$ cat config.mk
export PLATFORM = sky130hd
export DESIGN_NAME = uesr_reporter
export DESIGN_NICKNAME = d
export VERILOG_FILES = /design/src/common/uesr_pkg.sv /design/src/core/uesr_sender.sv /design/src/core/uesr_reporter.sv
export SDC_FILE = /design/constraint.sdc
export NUM_CORES = 1
export LEC_CHECK = 0
export ABC_AREA = 1
export BUFFER_PORTS_ARGS = -buffer_cell sky130_fd_sc_hd__buf_2
export CORE_MARGIN = 2
export CORE_UTILIZATION = 55
export DETAILED_ROUTE_END_ITERATION = 6
export PLACE_DENSITY_LB_ADDON = 0.1
export SYNTH_ARGS = -nofsm -noshare
export SYNTH_HDL_FRONTEND = slang
export SYNTH_HIERARCHICAL = 1
export SYNTH_SLANG_ARGS = --single-unit
export TNS_END_PERCENT = 100
$ cat constraint.sdc
create_clock -name pclk -period 1.9 [get_ports pclk]
set_clock_uncertainty 0.05 [all_clocks]
set_input_delay 0.38 -clock pclk [delete_from_list [all_inputs] [get_ports pclk]]
set_output_delay 0.38 -clock pclk [all_outputs]
set_load 0.02 [all_outputs]
$ cat src/common/uesr_pkg.sv
`default_nettype none
package uesr_pkg;
   // Register byte offsets
   localparam logic [7:0] UESR_OFF_ENABLE = 8'h00;
   localparam logic [7:0] UESR_OFF_FIFO_LO = 8'h04;
   localparam logic [7:0] UESR_OFF_FIFO_HI = 8'h08;
   localparam logic [7:0] UESR_OFF_STATUS = 8'h0c;
   localparam logic [7:0] UESR_OFF_SENT = 8'h10;
   localparam logic [7:0] UESR_OFF_LAST_SENSE = 8'h14;
   localparam logic [7:0] UESR_OFF_LAST_INFO = 8'h18;
   // Status, sense keys, codes and qualifiers
   localparam logic [7:0] UESR_STAT_CHECK = 8'h02;
   localparam logic [7:0] UESR_KEY_NOT_READY = 8'h02;
   localparam logic [7:0] UESR_KEY_UNIT_ATTN = 8'h06;
   localparam logic [7:0] UESR_CODE_NOT_READY = 8'h04;
   localparam logic [7:0] UESR_CODE_MEDIUM_CHG = 8'h28;
   localparam logic [7:0] UESR_CODE_RESET = 8'h29;
   localparam logic [7:0] UESR_CODE_ESN = 8'h7f;
   localparam logic [7:0] UESR_QUAL_NONE = 8'h00;
   localparam logic [7:0] UESR_QUAL_POWER = 8'h02;
   localparam logic [7:0] UESR_QUAL_MEDIA = 8'h04;
   localparam logic [7:0] UESR_QUAL_BUSY = 8'h06;
   // Event and status byte codes
   localparam logic [7:0] UESR_PM_EVT_NONE = 8'h00;
   localparam logic [7:0] UESR_PM_EVT_ENTERED = 8'h01;
   localparam logic [7:0] UESR_PM_EVT_FAILED = 8'h02;
   localparam logic [7:0] UESR_PM_ST_ACTIVE = 8'h01;
   localparam logic [7:0] UESR_PM_ST_IDLE = 8'h02;
   localparam logic [7:0] UESR_PM_ST_STANDBY = 8'h03;
   localparam logic [7:0] UESR_MD_EVT_NONE = 8'h00;
   localparam logic [7:0] UESR_MD_EVT_EJECT = 8'h01;
   localparam logic [7:0] UESR_MD_EVT_NEW = 8'h02;
   localparam logic [7:0] UESR_MD_EVT_REMOVED = 8'h03;
   localparam int UESR_BUSY_UNIT_MS = 100;
   // Pending bit positions, in priority order
   localparam int UESR_NPEND = 7;
   localparam int UESR_P_RESET = 0;
   localparam int UESR_P_NOTRDY = 1;
   localparam int UESR_P_READY = 2;
   localparam int UESR_P_DEFER = 3;
   localparam int UESR_P_BUSY = 4;
   localparam int UESR_P_MEDIA = 5;
   localparam int UESR_P_POWER = 6;
   // Status register fields
   localparam int UESR_ST_OVR_LSB = 8;
   localparam int UESR_ST_ARMED = 16;
   localparam int UESR_ST_SENDING = 17;
   // Reset values
   localparam logic [6:0] UESR_PEND_RST = 7'h01;
   localparam logic [47:0] UESR_FIFO_RST = 48'h0;
   // Information field, byte 0 in the top bits
   typedef struct packed {
      logic [7:0] event_code;
      logic [7:0] status_code;
      logic [7:0] spec_hi;
      logic [7:0] spec_lo;
   } uesr_info_type;
   // One status block
   typedef struct packed {
      logic [7:0] status;
      logic [7:0] sense_key;
      logic [7:0] sense_code;
      logic [7:0] qualifier;
      uesr_info_type info;
   } uesr_blk_type;
   typedef enum logic [1:0] {
      UESR_IDLE = 2'b00,
      UESR_SEND = 2'b01,
      UESR_DONE = 2'b11
   } uesr_state_type;
endpackage : uesr_pkg
`default_nettype wire

$ cat src/core/uesr_sender.sv
`timescale 1ns/1ps
`default_nettype none
module uesr_sender
   import uesr_pkg::*;
#(
   parameter int ADDR_W = 48
) (
   input wire logic pclk,
   input wire logic presetn,
   input wire logic load,
   input wire uesr_blk_type blk_in,
   input wire logic [ADDR_W-1:0] addr_in,
   output logic blk_valid,
   input wire logic blk_ready,
   output uesr_blk_type blk_data,
   output logic [ADDR_W-1:0] blk_addr,
   output logic done
);
   logic valid_q, valid_d;
   uesr_blk_type data_q, data_d;
   logic [ADDR_W-1:0] addr_q, addr_d;

   // Hold one block until the link takes it
   always_comb begin
      valid_d = valid_q;
      data_d = data_q;
      addr_d = addr_q;
      if (valid_q && blk_ready) begin
         valid_d = 1'b0;
      end
      if (load && !valid_q) begin
         valid_d = 1'b1;
         data_d = blk_in;
         addr_d = addr_in;
      end
   end

   always_ff @(posedge pclk or negedge presetn) begin
      if (!presetn) begin
         valid_q <= 1'b0;
         data_q <= '0;
         addr_q <= '0;
      end else begin
         valid_q <= valid_d;
         data_q <= data_d;
         addr_q <= addr_d;
      end
   end

   assign blk_valid = valid_q;
   assign blk_data = data_q;
   assign blk_addr = addr_q;
   assign done = valid_q && blk_ready;
endmodule : uesr_sender
`default_nettype wire

$ cat src/core/uesr_reporter.sv
`timescale 1ns/1ps
`default_nettype none
module uesr_reporter
   import uesr_pkg::*;
#(
   parameter int PADDR_W = 8,
   parameter int ADDR_W = 48
) (
   input wire logic pclk,
   input wire logic presetn,
   input wire logic [PADDR_W-1:0] paddr,
   input wire logic psel,
   input wire logic penable,
   input wire logic pwrite,
   input wire logic [31:0] pwdata,
   output logic [31:0] prdata,
   output logic pready,
   output logic pslverr,
   input wire logic dev_ready,
   input wire logic bus_reset,
   input wire logic defer_valid,
   input wire uesr_blk_type defer_blk,
   input wire logic power_valid,
   input wire uesr_info_type power_info,
   input wire logic media_valid,
   input wire uesr_info_type media_info,
   input wire logic busy_valid,
   input wire logic [7:0] busy_event,
   input wire logic [7:0] busy_status,
   input wire logic [15:0] busy_time,
   output logic blk_valid,
   input wire logic blk_ready,
   output uesr_blk_type blk_data,
   output logic [ADDR_W-1:0] blk_addr
);
   // Lowest set pending bit wins
   function automatic logic [2:0] pick(input logic [UESR_NPEND-1:0] p);
      logic [2:0] idx;
      idx = 3'd0;
      for (int i = UESR_NPEND - 1; i >= 0; i--) begin
         if (p[i]) begin
            idx = 3'(i);
         end
      end
      return idx;
   endfunction : pick

   // Fixed header for a sense block
   function automatic uesr_blk_type head(input logic [7:0] key,
                                         input logic [7:0] code,
                                         input logic [7:0] qual);
      uesr_blk_type b;
      b = '0;
      b.status = UESR_STAT_CHECK;
      b.sense_key = key;
      b.sense_code = code;
      b.qualifier = qual;
      return b;
   endfunction : head

   // Event status notification block of one class
   function automatic uesr_blk_type esn(input logic [7:0] qual,
                                        input uesr_info_type inf);
      uesr_blk_type b;
      b = head(UESR_KEY_UNIT_ATTN, UESR_CODE_ESN, qual);
      b.info = inf;
      return b;
   endfunction : esn

   // Register address match, offset sized to the bus
   // Keeps every decode and write strobe on one comparison
   function automatic logic addr_is(input logic [PADDR_W-1:0] a, input logic [7:0] off);
      return a == PADDR_W'(off);
   endfunction : addr_is

   logic apb_wr, apb_rd_ok, hit;
   logic sending, done;
   uesr_state_type state_q, state_d;
   logic armed_q, armed_d;
   logic init_q, init_d;
   logic rdy_q, rdy_d;
   logic [UESR_NPEND-1:0] pend_q, pend_d;
   logic [UESR_NPEND-1:0] ovr_q, ovr_d;
   logic [UESR_NPEND-1:0] set_v, clr_v;
   logic [2:0] sel_q, sel_d;
   logic [ADDR_W-1:0] fifo_q, fifo_d;
   logic [15:0] sent_q, sent_d;
   uesr_blk_type last_q, last_d;
   uesr_blk_type defer_q, defer_d;
   uesr_info_type power_q, power_d;
   uesr_info_type media_q, media_d;
   uesr_info_type busy_q, busy_d;
   uesr_blk_type build;
   logic [31:0] rdata;
   // Registered read word toward the bus
   logic [31:0] rd_q, rd_d;
   logic load;

   // APB strobes; the slave never waits
   assign apb_wr = psel && penable && pwrite;
   assign apb_rd_ok = psel && !penable && !pwrite; // Setup cycle of a read
   assign pready = 1'b1;

   // Address decode
   always_comb begin
      hit = 1'b1;
      rdata = 32'h0;
      if (addr_is(paddr, UESR_OFF_ENABLE)) begin
         rdata[0] = armed_q;
      end else if (addr_is(paddr, UESR_OFF_FIFO_LO)) begin
         rdata = fifo_q[31:0];
      end else if (addr_is(paddr, UESR_OFF_FIFO_HI)) begin
         rdata[ADDR_W-33:0] = fifo_q[ADDR_W-1:32];
      end else if (addr_is(paddr, UESR_OFF_STATUS)) begin
         rdata[UESR_NPEND-1:0] = pend_q;
         rdata[UESR_ST_OVR_LSB +: UESR_NPEND] = ovr_q;
         rdata[UESR_ST_ARMED] = armed_q;
         rdata[UESR_ST_SENDING] = sending;
      end else if (addr_is(paddr, UESR_OFF_SENT)) begin
         rdata[15:0] = sent_q;
      end else if (addr_is(paddr, UESR_OFF_LAST_SENSE)) begin
         rdata = {last_q.status, last_q.sense_key, last_q.sense_code, last_q.qualifier};
      end else if (addr_is(paddr, UESR_OFF_LAST_INFO)) begin
         rdata = last_q.info;
      end else begin
         hit = 1'b0;
      end
   end

   // Read word taken in the setup cycle, zero otherwise
   // The access phase then shows a flop, so pready can stay high
   always_comb begin
      rd_d = 32'h0;
      if (apb_rd_ok && hit) begin
         rd_d = rdata;
      end
   end

   // Read word flop
   always_ff @(posedge pclk or negedge presetn) begin
      if (!presetn) begin
         rd_q <= 32'h0;
      end else begin
         rd_q <= rd_d;
      end
   end

   // Read data from the flop and error answer
   assign prdata = rd_q;
   assign pslverr = psel && penable && !hit;

   // Login address register
   always_comb begin
      fifo_d = fifo_q;
      if (apb_wr && addr_is(paddr, UESR_OFF_FIFO_LO)) begin
         fifo_d[31:0] = pwdata;
      end
      if (apb_wr && addr_is(paddr, UESR_OFF_FIFO_HI)) begin
         fifo_d[ADDR_W-1:32] = pwdata[ADDR_W-33:0];
      end
   end

   // Event detection into set vector
   always_comb begin
      init_d = 1'b0;
      rdy_d = dev_ready;
      set_v = '0;
      if (init_q && !dev_ready) begin
         set_v[UESR_P_NOTRDY] = 1'b1;
      end
      if (!init_q && rdy_q && !dev_ready) begin
         set_v[UESR_P_NOTRDY] = 1'b1;
      end
      if (!init_q && !rdy_q && dev_ready) begin
         set_v[UESR_P_READY] = 1'b1;
      end
      set_v[UESR_P_RESET] = bus_reset;
      set_v[UESR_P_DEFER] = defer_valid;
      set_v[UESR_P_BUSY] = busy_valid;
      set_v[UESR_P_MEDIA] = media_valid;
      set_v[UESR_P_POWER] = power_valid;
   end

   // Latest payload of each class
   always_comb begin
      defer_d = defer_valid ? defer_blk : defer_q;
      power_d = power_valid ? power_info : power_q;
      media_d = media_valid ? media_info : media_q;
      busy_d = busy_q;
      if (busy_valid) begin
         busy_d.event_code = busy_event;
         busy_d.status_code = busy_status;
         busy_d.spec_hi = busy_time[15:8];
         busy_d.spec_lo = busy_time[7:0];
      end
   end

   // Block for the selected pending class
   always_comb begin
      case (sel_d)
         3'(UESR_P_RESET): build = head(UESR_KEY_UNIT_ATTN, UESR_CODE_RESET, UESR_QUAL_NONE);
         3'(UESR_P_NOTRDY): build = head(UESR_KEY_NOT_READY, UESR_CODE_NOT_READY, UESR_QUAL_NONE);
         3'(UESR_P_READY): build = head(UESR_KEY_UNIT_ATTN, UESR_CODE_MEDIUM_CHG, UESR_QUAL_NONE);
         3'(UESR_P_DEFER): build = defer_q;
         3'(UESR_P_BUSY): build = esn(UESR_QUAL_BUSY, busy_q);
         3'(UESR_P_MEDIA): build = esn(UESR_QUAL_MEDIA, media_q);
         default: build = esn(UESR_QUAL_POWER, power_q);
      endcase
   end

   // Report sequencer; events are pushed, never polled
   always_comb begin
      state_d = state_q;
      sel_d = sel_q;
      load = 1'b0;
      clr_v = '0;
      armed_d = armed_q;
      sent_d = sent_q;
      last_d = last_q;
      case (state_q)
         UESR_IDLE: begin
            sel_d = pick(pend_q);
            if (armed_q && |pend_q) begin
               load = 1'b1;
               state_d = UESR_SEND;
            end
         end
         UESR_SEND: begin
            if (done) begin
               clr_v[sel_q] = 1'b1;
               armed_d = 1'b0;
               sent_d = sent_q + 16'h1;
               last_d = blk_data;
               state_d = UESR_DONE;
            end
         end
         default: begin
            state_d = UESR_IDLE;
         end
      endcase
      if (apb_wr && addr_is(paddr, UESR_OFF_ENABLE)) begin
         armed_d = 1'b1;
      end
   end

   // Pending and overrun flags; a new event beats a clear
   always_comb begin
      pend_d = (pend_q & ~clr_v) | set_v;
      ovr_d = ovr_q;
      if (apb_wr && addr_is(paddr, UESR_OFF_STATUS)) begin
         ovr_d = ovr_q & ~pwdata[UESR_ST_OVR_LSB +: UESR_NPEND];
      end
      ovr_d = ovr_d | (set_v & pend_q & ~clr_v);
   end

   // Busy while a block is in flight or just delivered
   assign sending = state_q != UESR_IDLE;

   // Login address flops
   // A change here only aims blocks loaded afterwards
   always_ff @(posedge pclk or negedge presetn) begin
      if (!presetn) begin
         fifo_q <= UESR_FIFO_RST;
      end else begin
         fifo_q <= fifo_d;
      end
   end

   // Ready edge detector flops
   // Init marks the first cycle after reset, so a device that wakes not ready still reports it
   always_ff @(posedge pclk or negedge presetn) begin
      if (!presetn) begin
         init_q <= 1'b1;
         rdy_q <= 1'b1;
      end else begin
         init_q <= init_d;
         rdy_q <= rdy_d;
      end
   end

   // Payload flops
   // A newer event of a class replaces an unsent payload
   always_ff @(posedge pclk or negedge presetn) begin
      if (!presetn) begin
         defer_q <= '0;
         power_q <= '0;
         media_q <= '0;
         busy_q <= '0;
      end else begin
         defer_q <= defer_d;
         power_q <= power_d;
         media_q <= media_d;
         busy_q <= busy_d;
      end
   end

   // Sequencer flops
   // Reset leaves reporting disarmed until software writes the enable register
   always_ff @(posedge pclk or negedge presetn) begin
      if (!presetn) begin
         state_q <= UESR_IDLE;
         sel_q <= 3'd0;
         armed_q <= 1'b0;
         sent_q <= 16'h0;
         last_q <= '0;
      end else begin
         state_q <= state_d;
         sel_q <= sel_d;
         armed_q <= armed_d;
         sent_q <= sent_d;
         last_q <= last_d;
      end
   end

   // Pending and overrun flops
   // Reset leaves the reset event pending
   always_ff @(posedge pclk or negedge presetn) begin
      if (!presetn) begin
         pend_q <= UESR_PEND_RST;
         ovr_q <= '0;
      end else begin
         pend_q <= pend_d;
         ovr_q <= ovr_d;
      end
   end

   // Block holding register toward the link
   uesr_sender #(
      .ADDR_W(ADDR_W)
   ) u_sender (
      .pclk(pclk),
      .presetn(presetn),
      .load(load),
      .blk_in(build),
      .addr_in(fifo_q),
      .blk_valid(blk_valid),
      .blk_ready(blk_ready),
      .blk_data(blk_data),
      .blk_addr(blk_addr),
      .done(done)
   );
endmodule : uesr_reporter
`default_nettype wire

==> Word level (Yosys, flattened, before mapping) <==
Index checks and enable logic that the tools add are counted.
{ "op_classes": {"multipliers": 0, "n_div": 0, "muxes": 49, "eq_ne": 14, "n_reduce_logical": 37, "n_addsub": 1, "magnitude_cmp": 2, "shifts": 0, "n_bitwise": 8} }
{ "op_table": {"columns": ["operator", "count"], "rows": [
  ["$pmux 64 s6", 1],
  ["$mux 32", 4],
  ["$mux 16", 4],
  ["$mux 7", 5],
  ["$mux 31", 1],
  ["$and 7x7->7", 4],
  ["$eq 8x5->1 const B", 3],
  ["$mux 3", 8],
  ["$mux 1", 20],
  ["$logic_and 1x1->1", 19],
  ["$add 16x1->16 const B", 1],
  ["$eq 8x4->1 const B", 2],
  ["$mux 14", 1],
  ["$not 7->7", 2],
  ["$or 7x7->7", 2],
  ["$eq 8x3->1 const B", 1],
  ["$logic_not 8->1", 1],
  ["$reduce_bool 2->1", 4],
  ["$logic_not 1->1", 7],
  ["$reduce_or 7->1", 1],
  ["$eq 3x2->1 const B", 2],
  ["$eq 3x3->1 const B", 2],
  ["$mux 2", 3],
  ["$reduce_and 2->1", 3],
  ["other kinds (9)", 10]
]} }
{ "word_totals": {"latchBits": 0, "output_inout_bits": 147, "input_bits": 212, "ff_bits": 455, "romBits": 0, "ram_bits": 0, "elab_cells": 160, "mem_count": 0} }

==> Logic depth before layout (Yosys ltp) <==
{ "logic_depth": {"ltp_word": 10, "ltp_mapped": 14, "mapped_depth_nobuf": 13} }

==> Hierarchy <==
Netlist, hierarchy kept.
{ "modules_own_cells": {"columns": ["module", "area_each_um2", "seq_area_each_um2", "cells_each", "n_inst"], "rows": [
  ["uesr_reporter", 15723.8, 8562.0, 1926, 1],
  ["uesr_sender", 4483.0, 2827.7, 491, 1]
]} }

==> Worst setup path after synthesis <==
No wires, ideal clock.
{ "synth_timing": {"path_type": "input to output", "startpoint": "input port paddr[0]", "endpoint": "output port pslverr", "n_path_buf": 2, "required_ns": 1.470, "arrival_time_ns": 1.451, "slack_ns": 0.019, "path_stages": 10, "path_cell_list": "inv_1 -> nand2_2 -> nor2_1 -> buf_4 -> nand2_1 -> nand2_1 -> nor2_1 -> nand2_2 -> buf_4 -> nor2_1"} }
{ "synth_via": {"elab_chain_len": 10, "word_cells_on_any_way": 16, "cone_classes": "6 x eq/ne; 7 x mux; 3 x reduce/logical"} }
{ "synth_rtl": {"columns": ["item", "line_no", "rtl"], "rows": [
  ["from (decl)", "uesr_reporter.sv:11", "input wire logic [PADDR_W-1:0] paddr,"],
  ["$eq 8x5->1", "uesr_reporter.sv:73", "return a == PADDR_W'(off);"],
  ["$mux 1", "uesr_reporter.sv:123", "end else if (addr_is(paddr, UESR_OFF_LAST_INFO)) begin"],
  ["$mux 1", "uesr_reporter.sv:121", "end else if (addr_is(paddr, UESR_OFF_LAST_SENSE)) begin"],
  ["$mux 1", "uesr_reporter.sv:119", "end else if (addr_is(paddr, UESR_OFF_SENT)) begin"],
  ["$mux 1", "uesr_reporter.sv:114", "end else if (addr_is(paddr, UESR_OFF_STATUS)) begin"],
  ["$mux 1", "uesr_reporter.sv:112", "end else if (addr_is(paddr, UESR_OFF_FIFO_HI)) begin"],
  ["$mux 1", "uesr_reporter.sv:110", "end else if (addr_is(paddr, UESR_OFF_FIFO_LO)) begin"],
  ["$mux 1 (*)", "uesr_reporter.sv:108", "if (addr_is(paddr, UESR_OFF_ENABLE)) begin"],
  ["$logic_not 1->1 (*)", "uesr_reporter.sv:150", "assign pslverr = psel && penable && !hit;"],
  ["$logic_and 1x1->1 (*)", "uesr_reporter.sv:150", null],
  ["to (decl)", "uesr_reporter.sv:18", "output logic pslverr,"]
]} }
Every way passes the cells marked *; elsewhere a longest branch is shown, timed or not.

==> Worst setup path in the final report <==
{ "layout_timing": {"startpoint": "register pend_q[0]", "endpoint": "register u_sender.data_q (netlist bit u_sender/blk_data[61])"} }
{ "layout_via": {"elab_chain_len": 5, "word_cells_on_any_way": 14, "cone_classes": "5 x eq/ne; 5 x mux; 4 x reduce/logical"} }
{ "layout_rtl": {"columns": ["item", "line_no", "rtl"], "rows": [
  ["from (decl)", "uesr_reporter.sv:82", "logic [UESR_NPEND-1:0] pend_q, pend_d;"],
  ["from (signal assigned)", "uesr_reporter.sv:322", "pend_q <= pend_d;"],
  ["$reduce_or 7->1", "uesr_reporter.sv:223", "if (armed_q && |pend_q) begin"],
  ["$logic_and 1x1->1", "uesr_reporter.sv:223", null],
  ["$mux 1", "uesr_reporter.sv:223", null],
  ["$mux 1", "uesr_reporter.sv:220", "case (state_q)"],
  ["via load", "uesr_reporter.sv:97", "logic load;"],
  ["$logic_and 1x1->1", "uesr_sender.sv:31", "if (load && !valid_q) begin"],
  ["to (signal assigned)", "uesr_sender.sv:45", "data_q <= data_d;"],
  ["to (decl)", "uesr_sender.sv:20", "uesr_blk_type data_q, data_d;"]
]} }
The timed path passes the listed nets, and every way through them passes these cells.
A chain may end at the register's enable or synchronous reset.

==> results by group <==
Floorplanning
  • Area of the die: 0.0383 mm^2
  • Horizontal extent of the die: 196 um
  • DIE HEIGHT: 196 um
  • Number of primary I/O pins: 359
  • Standard-cell row count: 70
  • Area of the placeable core: 0.0364 mm^2
  • Effective utilization at floorplan: 55.5%

Synth
  • Simple-Gate Fraction of Synth Area: a little under a third
  • Post-synthesis async set-or-reset flop share: 100%
  • Number of storage elements in the synthesis netlist: roughly 460
  • Share of the synthesized netlist area taken by xor and xnor gates: less than 1%
  • Area fraction in compound gates after synthesis: ~4.4%
  • Cell type contributing the most total cell area after synthesis: dfrtp_1
  • Number of enable-type register cells in the synthesized netlist: 0
  • Synth top area cells: dfrtp_1 (56%), nand2_1 (20%), nand3_1 (4.3%), nand4_1 (3.3%), o21ai_0 (2.7%)
  • Total nets after synthesis: 2,630
  • Proportion of synthesized chip area in sequential cells: 56.4%
  • Main combinational cell family by area after synthesis: simple AND/OR/NAND/NOR gates
  • Synthesized instance count: 2,417
  • Post-Synthesis Mean Instance Area: 8.36 um^2
  • Multiplexer share of the synthesized area: 1.19%
  • Post-synthesis instance area: a little over 0.02 mm^2
  • Fraction of synthesized cell area taken by the top area cell type: 56.0%
  • List of most frequent post-synthesis cells: nand2_1 (1,056), dfrtp_1 (452), nand3_1 (174), inv_1 (121), o21ai_0 (108)
  • Count of unique library cells instantiated by Yosys: 39
  • Synth Warn #: 6
  • Post-synth top flop: dfrtp_1
  • Most repeated cell in the gate-level netlist after synthesis: nand2_1
  • Post-Synth Adder-Cell Area: 0.0619%

Drt
  • Overall via count from detail_route: 19,600
  • Drt total wl: 70.5 mm
  • Antenna Nets Post-Route: 0
  • Total iterations of the first detailed-routing run: 6
  • Iteration-0 DRC Markers: 1,878
  • Remaining DRCs: 0
  • Routed wire per std cell: 20.0 um
  • Detail-routed via count per cell: 5.56

Timing
  • Count of final max-slew check failures: 0
  • Hold Vio Cnt, Final: 0
  • Post-route clock period utilization: 102%
  • Post-layout minimum cycle time: 1950 ps
  • Setup ws final: -47.2 ps
  • Actual slew at the worst max-slew pin: 526 ps
  • Total negative slack for setup checks: -613 ps
  • Unrepaired setup endpoints after global routing: true
  • Setup violation total in the final timing report: 52
  • F_max: 514 MHz
  • Worst relative slew slack: 64.9%

Worst setup path
  • Worst Setup Path Type: reg -> reg
  • Startpoint Class: register
  • Data arrival time of the critical path: 2420 ps
  • Endpoint class of the critical path: register
  • Required time at the endpoint of the critical path: between 2000 and 2500 ps
  • Flop-to-flop setup slack: -50 ps
  • Largest driver fanout on the critical path: 23

Status
  • Failing checks: setup timing
  • Outcome: complete, but fails checks

Clock tree
  • Total number of H-tree levels: 2
  • Root Driver: clkbuf_16
  • CTS tree: yes
  • Total clock sinks: 455
  • Number of buffers added by the clock tree synthesis step: 48
  • Clock Tree Buf Depth: 3
  • Worst-skew pair later-pin latency: 600 ps
  • Reg clk slew, reported paths: around 60 ps

Flow run
  • Max-Cap Viols: 0

Power
  • Static Leak: 14.9 nW
  • IR drop worst, VDD: 0.748 mV
  • Power density over the cells: 822 mW/mm^2

Placed design
  • Final HPWL from detailed placement: 45.1 mm
  • Post-Place Worst Slack: -250 ps
  • Quantity of I/O buffers inserted on ports: about 360
  • Cell total after placement: 3,220
  • RD Place Congestion: 0.973

Cells and area
  • Fraction of layout cells with a size suffix above 1: 24.8%
  • Area Overhead vs Synth: 36.2%
  • Final Instance Count excl. Fillers: 3,521
  • Net total in the final layout: between 3,000 and 4,000

Global routing
  • First-pass GRT wire length: 106 mm
  • Global route total overflow: 0
  • Total global-route track usage: 36.1%
  • Via count of the first global-routing pass: between 15,000 and 20,000
  • Antenna violations before repair: 2
  • Maximum number of pins on one net before global-route repair: 68

Hold path
  • Min-Delay Path Class: in -> reg
[flip-flops by register name, indices dropped and copies added (netlist names), 7 cells and up]
| register | cells |
|---|---|
| defer_q | 64 |
| sent_q | 16 |
| pend_q | 7 |
| busy_q | 32 |
| media_q | 32 |
| ovr_q | 7 |
| fifo_q | 48 |
| last_q | 64 |
| u_sender/blk_addr | 48 |
| u_sender/blk_data | 64 |
| power_q | 32 |
| prdata | 32 |
[cells by family (layout without fill, tap and decap cells)]
logic type,Yosys count,count (layout)
multiplexers,16,16
flip-flops,455,455
AND/OR/NAND/NOR,1490,1491
AO/OA/AOI/OAI,161,161
adder cells (fa/ha/maj),1,1
buffers and inverters,280,914
other,2,3
XOR/XNOR,12,12
[repair_timing]
action,in CTS,in global routing
endpoints found under the hold margin,260,0
hold buffers,176,0
setup endpoints to repair,101,118
gates cloned,4,7
pin swaps,6,22
buffers inserted,8,18
gates resized for setup,26,110
[cell type report]
type	count	area, um^2
sequential	455	11400
fill	2575	8920
multi-input combinational	1683	7840
timing repair buffer	691	5500
clock buffer	70	1440
tap	468	586
inverter	134	513
clock inverter	19	250
antenna	1	2.50
[metrics by stage]
stage	total power [W]	hold WS (ps)	util (%)	cell area, um^2
floorplan	0.0113	34.4	-	20200
global placement	0.0123	260	63.4	23100
detailed placement	0.0123	261	63.4	23100
CTS	0.0225	4.24	73.7	26800
global route	0.0233	8.70	75.5	27500
finish	0.0226	17.6	75.5	27500
[power by group]
part           switching [W]  total [W]  leakage, nW  internal (W)
sequential          0.000338     0.0105         5.89        0.0102
combinational        0.00127    0.00219         8.18      0.000923
clock                0.00400    0.00994        0.826       0.00594
total                0.00560     0.0226         14.9        0.0170
[path summary, 6_finish.rpt]
kind / start / end / cells after the start
setup / recovery: pend_q[0] / u_sender/blk_data[61] / 10
hold / removal: defer_blk[44] / defer_q[44] / 3
setup reg to reg: pend_q[0] / u_sender/blk_data[61] / 10
hold reg to reg: u_sender/blk_addr[42] / u_sender/blk_addr[42] / 2
max in group asynchronous: presetn / pend_q[0] / 3
min in group asynchronous: presetn / defer_q[47] / 2
[critical path, stage by stage (launching register included)]
cell and delay [ps]:
dfstp_2 560, inv_4 50, nand2_4 70, buf_6 90, o41ai_2 60, buf_4 160, nor2_4 210, buf_4 200
buf_12 170, nand3_1 120, nand2_1 120
[metal layers]
layer | global-route usage [%] | share of wire [%] | wire length [um] | vias to the layer above
met2 | 58.4 | 48 | 33600 | 1094
met4 | 17.2 | 4.8 | 3400 | 2
met1 | 47.7 | 39 | 27600 | 9405
li1 | - | - | - | 8874
met3 | 6.45 | 8.3 | 5860 | 209
met5 | 0 | 0.026 | 18 | -
[cell usage in the layout (no fill, tap or decap), types with 3 or more instances in the layout]
cell / count
o41ai_1: 4
buf_4: 95
mux2_4: 16
nand4_1: 107
nand3_1: 168
nand2_1: 1003
clkbuf_16: 56
nand3_2: 8
buf_12: 42
inv_2: 10
clkinvlp_4: 3
dfstp_2: 3
inv_1: 115
a21oi_1: 26
nor3_1: 4
nand2_4: 13
dfrtp_1: 451
clkinv_1: 4
nand2_2: 50
nor2_1: 90
nor2_4: 14
xor2_1: 11
o21ai_1: 16
or2_2: 18
dlygate4sd3_1: 176
clkinv_2: 11
clkbuf_1: 9
buf_2: 354
nor2_2: 12
inv_4: 3
o21ai_0: 104
clkbuf_8: 11
buf_6: 12
bufinv_16: 5
Power figures use the tool's default switching activity.
